`config.mk`:
```
export PLATFORM = sky130hd
export DESIGN_NAME = pulse_event_accumulator
export DESIGN_NICKNAME = d
export VERILOG_FILES = /design/src/include/pulse_event_accumulator_pkg.sv /design/src/include/pulse_condition_if.sv /design/src/logic/pulse_input_conditioner.sv /design/src/logic/pulse_event_accumulator.sv
export VERILOG_INCLUDE_DIRS = /design/src /design/src/include
export SDC_FILE = /design/constraint.sdc
export NUM_CORES = 1
export LEC_CHECK = 0
export ABC_AREA = 0
export BUFFER_PORTS_ARGS = -buffer_cell sky130_fd_sc_hd__clkbuf_2
export CORE_UTILIZATION = 30
export DETAILED_ROUTE_END_ITERATION = 10
export PLACE_DENSITY = 0.53
export RECOVER_POWER = 25
export SLEW_MARGIN = 10
export SYNTH_ARGS = -nofsm -noshare
export SYNTH_HDL_FRONTEND = slang
export SYNTH_HIERARCHICAL = 1
export SYNTH_SLANG_ARGS = --single-unit
```
`constraint.sdc`:
```
create_clock -name sys_clk -period 5.7 [get_ports sys_clk]
set_input_delay 0.285 -clock sys_clk [delete_from_list [all_inputs] [get_ports sys_clk]]
set_output_delay 0.285 -clock sys_clk [all_outputs]
set_load 0.01 [all_outputs]
```
`src/include/pulse_event_accumulator_regs.svh`:
```
// constants for the pulse event accumulator: widths, limits, reset values and timing
`ifndef PULSE_EVENT_ACCUMULATOR_REGS_SVH
`define PULSE_EVENT_ACCUMULATOR_REGS_SVH

// ****************************************************************
// widths and limits
// ****************************************************************
`define PEA_TALLY_WIDTH 24
`define PEA_TALLY_MAX 24'h98967f
`define PEA_TALLY_RESET 24'h000000
`define PEA_RATE_RESET 24'h000000
`define PEA_CMD_WIDTH 3

// ****************************************************************
// timing
// ****************************************************************
`define PEA_CLK_PERIOD_NS 4
`define PEA_DEBOUNCE_US 2000
`define PEA_DEBOUNCE_CYCLES ((`PEA_DEBOUNCE_US * 1000) / `PEA_CLK_PERIOD_NS)
`define PEA_RATE_GATE_MS 1000
`define PEA_RATE_GATE_CYCLES ((`PEA_RATE_GATE_MS * 1000000) / `PEA_CLK_PERIOD_NS)

`endif

```
`src/include/pulse_event_accumulator_pkg.sv`:
```
// types shared by the pulse event accumulator modules
package pulse_event_accumulator_pkg;

    // ****************************************************************
    // host commands and answers
    // ****************************************************************
    typedef enum logic [2:0] {
        rate_sample_cmd,
        tally_query_cmd,
        zero_tally_cmd,
        fetch_and_zero_cmd,
        host_soft_restart_cmd
    } cmd_type;

    typedef enum logic [1:0] {
        rsp_ok,
        rsp_bad_command,
        rsp_rate_not_ready
    } rsp_status_type;

    typedef logic [23:0] tally_type;

endpackage

```
`src/include/pulse_condition_if.sv`:
```
// qualified edge signals from the input conditioner to the accumulator core
`timescale 1ns/100ps
interface pulse_condition_if;
    logic rate_edge;
    logic count_edge;
    logic input_level;

    modport producer (
        output rate_edge,
        output count_edge,
        output input_level
    );
    modport consumer (
        input rate_edge,
        input count_edge,
        input input_level
    );
endinterface // pulse_condition_if

```
`src/logic/pulse_input_conditioner.sv`:
```
// synchroniser, contact debounce and edge detection for the counter input
`timescale 1ns/100ps
module pulse_input_conditioner #(
    parameter int debounce_cycles = 500000
) (
    // clock and reset
    input wire logic sys_clk,
    input wire logic reset_n,
    // raw comparator output and filter choice
    input wire logic raw_input,
    input wire logic switch_filter_on,
    // qualified edges
    pulse_condition_if.producer cond
);

    logic sync_a;
    logic sync_b;
    logic sync_prev;
    logic stable_level;
    logic stable_prev;
    logic [31:0] settle_count;

    // two-flop synchroniser; sync_a feeds nothing but sync_b
    always_ff @(posedge sys_clk) begin
        if (!reset_n) begin
            sync_a <= 1'b0;
            sync_b <= 1'b0;
            sync_prev <= 1'b0;
        end else begin
            sync_a <= raw_input;
            sync_b <= sync_a;
            sync_prev <= sync_b;
        end
    end

    // level is accepted only after it has held for the full settle time
    always_ff @(posedge sys_clk) begin
        if (!reset_n) begin
            stable_level <= 1'b0;
            settle_count <= 32'h00000000;
        end else if (sync_b == stable_level) begin
            settle_count <= 32'h00000000;
        end else if (settle_count >= 32'(debounce_cycles - 1)) begin
            stable_level <= sync_b;
            settle_count <= 32'h00000000;
        end else begin
            settle_count <= settle_count + 32'h00000001;
        end
    end

    always_ff @(posedge sys_clk) begin
        if (!reset_n) begin
            stable_prev <= 1'b0;
        end else begin
            stable_prev <= stable_level;
        end
    end

    // edges are muxed, not levels, so a filter change cannot fake a count
    assign cond.rate_edge = sync_b && !sync_prev;
    assign cond.count_edge = switch_filter_on ? (stable_level && !stable_prev)
                                              : (sync_b && !sync_prev);
    assign cond.input_level = sync_b;

endmodule // pulse_input_conditioner

```
`src/logic/pulse_event_accumulator.sv`:
```
// event accumulator and rate meter for the pulse input, with host command port
`timescale 1ns/100ps
`include "pulse_event_accumulator_regs.svh"

// Notes on behaviour
// The conditioned comparator output feeds both the rate meter and the event counter; the rate meter never sees the debounce filter.
// A rate sample command answers with the latest measured input rate.
// A tally query command answers with the count since the last clear, leaving it as is.
// The event counter counts the digital input numbered zero.
// The count stops at 9,999,999 and holds there while further events arrive.
// A zero tally command sets the count to zero.
// A fetch and zero command reports the count and then clears it.
// Fetch and clear happen in one edge, so a coincident event stays in the new count.
// The host should prefer fetch and zero, since events between query and zero are lost.
// The count lives in volatile state and is zero after power-up reset.
// A soft restart command or a line break leaves the count untouched.
// Switch contact inputs are debounced so that bounce adds no counts.
// The input is synchronised and each qualified pulse counts on its rising edge only.
module pulse_event_accumulator
    import pulse_event_accumulator_pkg::*;
#(
    parameter int debounce_cycles = `PEA_DEBOUNCE_CYCLES,
    parameter int rate_gate_cycles = `PEA_RATE_GATE_CYCLES
) (
    // clock and power-up reset
    input wire logic sys_clk,
    input wire logic reset_n,
    // pulse input and filter choice
    input wire logic pulse_input_zero,
    input wire logic switch_filter_on,
    // serial link status
    input wire logic line_break,
    // host command
    input wire logic cmd_valid,
    input wire logic [2:0] cmd_code,
    // answer
    output logic rsp_valid,
    output logic [2:0] rsp_code,
    output rsp_status_type rsp_status,
    output tally_type rsp_data,
    // status
    output logic tally_saturated,
    output logic rate_ready,
    output logic input_level
);

    // ****************************************************************
    // input conditioning
    // ****************************************************************

    pulse_condition_if cond_link ();

    pulse_input_conditioner #(
        .debounce_cycles(debounce_cycles)
    ) u_conditioner (
        .sys_clk(sys_clk),
        .reset_n(reset_n),
        .raw_input(pulse_input_zero),
        .switch_filter_on(switch_filter_on),
        .cond(cond_link.producer)
    );

    // ****************************************************************
    // command decode
    // ****************************************************************

    logic is_rate;
    logic is_query;
    logic is_zero;
    logic is_fetch;
    logic is_restart;
    logic is_known;
    logic measure_restart;

    // one-hot strobes for the command taken on this edge
    always_comb begin
        is_rate = 1'b0;
        is_query = 1'b0;
        is_zero = 1'b0;
        is_fetch = 1'b0;
        is_restart = 1'b0;
        is_known = 1'b0;
        if (cmd_valid) begin
            unique case (cmd_code)
                3'(rate_sample_cmd): begin
                    is_rate = 1'b1;
                    is_known = 1'b1;
                end
                3'(tally_query_cmd): begin
                    is_query = 1'b1;
                    is_known = 1'b1;
                end
                3'(zero_tally_cmd): begin
                    is_zero = 1'b1;
                    is_known = 1'b1;
                end
                3'(fetch_and_zero_cmd): begin
                    is_fetch = 1'b1;
                    is_known = 1'b1;
                end
                3'(host_soft_restart_cmd): begin
                    is_restart = 1'b1;
                    is_known = 1'b1;
                end
                default: begin
                    is_known = 1'b0; // codes 5..7 are illegal
                end
            endcase
        end
    end

    // restart and break only touch the rate meter, never the tally
    assign measure_restart = is_restart || line_break;

    // ****************************************************************
    // event tally
    // ****************************************************************

    tally_type tally;
    logic tally_at_max;

    assign tally_at_max = (tally == `PEA_TALLY_MAX);

    // clear and read share one edge; an event on that edge lands in the fresh count
    always_ff @(posedge sys_clk) begin
        if (!reset_n) begin
            tally <= `PEA_TALLY_RESET;
        end else if (is_zero || is_fetch) begin
            tally <= cond_link.count_edge ? 24'h000001 : `PEA_TALLY_RESET;
        end else if (cond_link.count_edge && !tally_at_max) begin
            tally <= tally + 24'h000001;
        end
    end

    assign tally_saturated = tally_at_max;

    // ****************************************************************
    // rate meter
    // ****************************************************************

    logic [31:0] gate_count;
    tally_type gate_edges;
    tally_type rate_value;
    logic gate_end;
    logic edges_at_max;

    assign gate_end = (gate_count >= 32'(rate_gate_cycles - 1));
    assign edges_at_max = (gate_edges == `PEA_TALLY_MAX);

    // gate timer restarts with the measurement; the tally is left alone
    always_ff @(posedge sys_clk) begin
        if (!reset_n || measure_restart) begin
            gate_count <= 32'h00000000;
        end else if (gate_end) begin
            gate_count <= 32'h00000000;
        end else begin
            gate_count <= gate_count + 32'h00000001;
        end
    end

    // edges within the gate, saturating so a runaway input cannot wrap
    always_ff @(posedge sys_clk) begin
        if (!reset_n || measure_restart) begin
            gate_edges <= `PEA_RATE_RESET;
        end else if (gate_end) begin
            gate_edges <= `PEA_RATE_RESET;
        end else if (cond_link.rate_edge && !edges_at_max) begin
            gate_edges <= gate_edges + 24'h000001;
        end
    end

    // latched rate: edges per gate, including an edge on the closing cycle
    always_ff @(posedge sys_clk) begin
        if (!reset_n || measure_restart) begin
            rate_value <= `PEA_RATE_RESET;
        end else if (gate_end) begin
            rate_value <= (cond_link.rate_edge && !edges_at_max) ?
                          gate_edges + 24'h000001 : gate_edges;
        end
    end

    // ready only after a whole gate, so a restart never reports a partial count
    always_ff @(posedge sys_clk) begin
        if (!reset_n || measure_restart) begin
            rate_ready <= 1'b0;
        end else if (gate_end) begin
            rate_ready <= 1'b1;
        end
    end

    // ****************************************************************
    // answers
    // ****************************************************************

    tally_type next_data;
    rsp_status_type next_status;

    // value that answers the command taken on this edge
    always_comb begin
        next_data = 24'h000000;
        next_status = rsp_ok;
        if (!is_known) begin
            next_status = rsp_bad_command;
        end else if (is_rate) begin
            next_data = rate_value;
            next_status = rate_ready ? rsp_ok : rsp_rate_not_ready;
        end else if (is_query || is_fetch) begin
            next_data = tally;
        end
    end

    // one-cycle answer strobe, set on the same edge that takes the command
    always_ff @(posedge sys_clk) begin
        if (!reset_n) begin
            rsp_valid <= 1'b0;
        end else begin
            rsp_valid <= cmd_valid;
        end
    end

    // echoed code holds until the next answer, so the host can match late reads
    always_ff @(posedge sys_clk) begin
        if (!reset_n) begin
            rsp_code <= 3'h0;
        end else if (cmd_valid) begin
            rsp_code <= cmd_code;
        end
    end

    // status tells the host whether the payload means anything
    always_ff @(posedge sys_clk) begin
        if (!reset_n) begin
            rsp_status <= rsp_ok;
        end else if (cmd_valid) begin
            rsp_status <= next_status;
        end
    end

    // data is the value as it stood before the taking edge
    always_ff @(posedge sys_clk) begin
        if (!reset_n) begin
            rsp_data <= 24'h000000;
        end else if (cmd_valid) begin
            rsp_data <= next_data;
        end
    end

    assign input_level = cond_link.input_level;

endmodule // pulse_event_accumulator

```
==> results.py <==
metrics = {
    "run_status": {
        "outcome": "complete, but fails checks",
        "violations": "max-capacitance violations, max-slew violations",
    },
    "yosys": {
        "seq_area_frac_synth_pct": 49.1,
        "synth_seq_cells": 172,
        "syn_area_per_cell_um2": 9.41,
        "ys_warn_count": 6,
        "synth_compound_area_share_pct": 9.51,
        "yosys_most_used_dff": "dfxtp_1",
        "synthSimpleGateAreaFrac_pct": 26.4,
        "ys_types": 61,
        "synth_top_family_by_area": "simple AND/OR/NAND/NOR gates",
        "async_flop_share_pct": 0,
        "synthMuxAreaShare_pct": 1.04,
        "synthCells": 745,
        "synth-adder-area-share_pct": 0.714,
        "synthXorXnorAreaFrac_pct": 10.0,
        "synth_edf_count": 0,
        "netlist_area_mm2": 0.00701,
    },
    "floorplan": {
        "rows": 55,
        "start_util_pct": 30.8,
        "dieHeight_um": 155,
        "num_io_pins": 42,
        "die_w_um": 155,
        "coreArea_mm2": 0.0228,
        "dieArea_mm2": 0.0240,
    },
    "critical_path": {
        "critPathRequiredTime_ns": 5.93,
        "crit_arrival_ns": 3.10,
        "slowest_delay_ns": 1.49,
        "reg2reg_from": "u_conditioner/settle_count[0]$_SDFF_PP0_",
        "crit_start": "u_conditioner/settle_count[0]$_SDFF_PP0_",
        "worstSetupStartpointType": "flip-flop",
        "crit_slowest_cell": "o21ai_0",
        "worstSetupPathType": "flip-flop to flip-flop",
        "path_max_fanout": 18,
        "crit_path_end_kind": "flip-flop",
        "path_cells": "ha_1, nand4_1, a211oi_1, nor2_1, o21ai_0, nor2_1",
        "crit_top_cell": "nor2_1",
    },
    "clock_network": {
        "h-tree-depth": 4,
        "root_buffer": "clkbuf_16",
        "post_cts_buffers": 0,
        "clk_pin_slew_ns": 0.06,
        "cts_sinks": 172,
        "cts_tree": "built",
        "cts_made_buffers": 17,
        "cts_buffer_depth": 2,
        "cts_hold_buffers": 0,
        "cts_resized": 0,
        "clock_latency_ns": 0.43,
    },
    "finish": {
        "layout-drive-gt1-share_pct": 7.68,
        "syn_to_final_growth_pct": 15.3,
        "nets": 807,
        "diodes": 0,
    },
    "timing": {
        "worst_pin_slew_ns": 1.94,
        "rsz0062_at_grt": "no",
        "fin_skew_ns": 0.0112,
        "final-setup-viol-count": 0,
        "relSlewSlack_pct": -30.8,
        "timing.final.crit_share_pct": 50.4,
        "setup_tns_ns": 0,
        "finalMaxSlewViolations": 59,
        "finalCriticalPeriod_ns": 2.87,
        "fmax_mhz": 348,
        "hold-worst-slack_ns": 0.0811,
        "hold_viol": 0,
    },
    "routing": {
        "wl_per_cell_um": 13.3,
        "vias_per_cell": 4.66,
        "routed_wirelength_um": 14900,
        "dr.pass1.iters": 8,
        "drtAntennaViolNets": 0,
        "vias": 5216,
        "first_iter_violations": 380,
        "drc": 0,
    },
    "flow_run": {
        "drv_cap": 2,
    },
    "pwr": {
        "power.density_mw_per_mm2": 303,
        "leakage_nw": 2.67,
        "ir_drop_v": 0.000162,
    },
    "hold_path": {
        "min_path_type": "input port to flip-flop",
        "min-delay-start": "pulse_input_zero",
    },
    "grt": {
        "grt_max_degree": 52,
        "antenna_found_initial": 0,
        "grtUsageTotal_pct": 13.1,
        "grt-ovfl-total": 0,
        "grt_pass1_vias": 4819,
        "grt_pass1_wl_um": 24800,
    },
    "placement": {
        "hpwl_um": 10200,
        "finalWeightedCongestion": 0.735,
        "io_buffers": 41,
    },
}
[metrics by stage]
| step | utilization (%) | std cells | setup slack, ns | cell area, um2 | total power (W) |
|---|---|---|---|---|---|
| global route | 35.5 | 1120 | 2.26 | 8080 | 0.00253 |
| CTS | 35.7 | 1120 | 2.94 | 8140 | 0.00248 |
| floorplan | - | 760 | 3.42 | 7070 | 0.00128 |
| detailed placement | 33.1 | 1088 | 2.94 | 7550 | 0.00130 |
| finish | 35.5 | 1120 | 2.83 | 8080 | 0.00244 |
| global placement | 33.1 | 1088 | 3.02 | 7550 | 0.00130 |
[cell families after synthesis]
family,count (synthesis)
mux,7
flops,172
fa+ha+maj,4
buf+inv,42
other cells,2
simple gates,358
compound gates,80
xor+xnor,80
[power breakdown]
| group | internal [W] | switching, W | total, W | leakage (nW) |
|---|---|---|---|---|
| Sequential | 0.00121 | 0.00000571 | 0.00122 | 1.39 |
| Combinational | 0.0000157 | 0.0000373 | 0.0000530 | 0.993 |
| Clock | 0.000702 | 0.000470 | 0.00117 | 0.284 |
[final timing paths]
kind / cells after the start / end / slack [ns]
setup / recovery: 6 / u_conditioner/settle_count[6]$_SDFF_PP0_ / 2.83
hold / removal: 2 / u_conditioner/sync_a$_SDFF_PN0_ / 0.08
setup reg to reg: 6 / u_conditioner/settle_count[6]$_SDFF_PP0_ / 2.83
hold reg to reg: 1 / u_conditioner/cond.input_level$_SDFF_PN0_ / 0.44
[state kept, by name (all words and copies together), names as in the netlist, 2 cells and up]
register,count
gate_edges,24
rate_value,24
rsp_data,24
rsp_code,3
u_conditioner/settle_count,32
rsp_status,2
gate_count,32
tally,24
[synth_stat cells, types with 2 or more instances]
cell | number | area [um2]
and3_1 | 9 | 56.3
a31oi_1 | 2 | 12.5
nor3b_1 | 3 | 22.5
clkbuf_1 | 16 | 60.1
nor3_4 | 2 | 32.5
o31ai_2 | 2 | 25.0
ha_1 | 4 | 50.1
a21oi_1 | 9 | 45.0
conb_1 | 2 | 7.51
nand4bb_1 | 2 | 22.5
o21ai_0 | 6 | 30.0
a211oi_2 | 2 | 25.0
and4_1 | 10 | 87.6
nor3_1 | 21 | 105
inv_1 | 12 | 45.0
nand2_1 | 42 | 158
o21ba_2 | 2 | 20.0
nor2b_1 | 30 | 188
nand3_1 | 30 | 150
and2_1 | 14 | 87.6
a222oi_1 | 24 | 240
or2_2 | 2 | 12.5
dfxtp_1 | 172 | 3440
xnor2_1 | 43 | 377
buf_2 | 7 | 35.0
or3_1 | 7 | 43.8
nor4_1 | 8 | 50.1
buf_6 | 3 | 33.8
a211oi_1 | 22 | 165
clkbuf_8 | 3 | 41.3
nor2_1 | 140 | 526
mux2i_1 | 5 | 50.1
nand4_1 | 21 | 131
or3_2 | 2 | 15.0
xor2_1 | 37 | 324
nor4bb_1 | 2 | 20.0
or4_1 | 2 | 15.0
mux2_2 | 2 | 22.5
[cells in the final DEF (no fill, tap or decap), types with 12 or more instances in the layout]
cell type	count
a222oi_1	24
xor2_1	37
clkbuf_1	38
nand2_1	42
nor2b_1	30
clkbuf_16	17
inv_1	12
nor3_1	21
xnor2_1	43
nand3_1	30
nor2_1	140
nand4_1	21
dfxtp_1	172
a211oi_1	23
conb_1	17
[metal layers]
layer	share of wire (%)	GRT usage (%)	vias up	wire [um]
met3	3.2	3.23	11	474
li1	-	-	2699	-
met1	52	18.0	2442	7710
met2	44	20.0	64	6590
met5	0	0	-	0
met4	1.1	4.76	0	163
[cell type report]
class	count	area (um2)
fill	2346	14700
sequential	172	3440
clock inverter	10	141
tap	313	392
multi-input combinational	546	3410
timing repair buffer	45	190
clock buffer	22	454
inverter	12	45.0
[worst max-delay path: cells and delay by family (launching register included)]
kind / cells / cell delay, ns
simple gates: 3 / 0.38
flops: 1 / 0.35
compound gates: 2 / 1.72
fa+ha+maj: 1 / 0.23
Power figures use the tool's default switching activity.
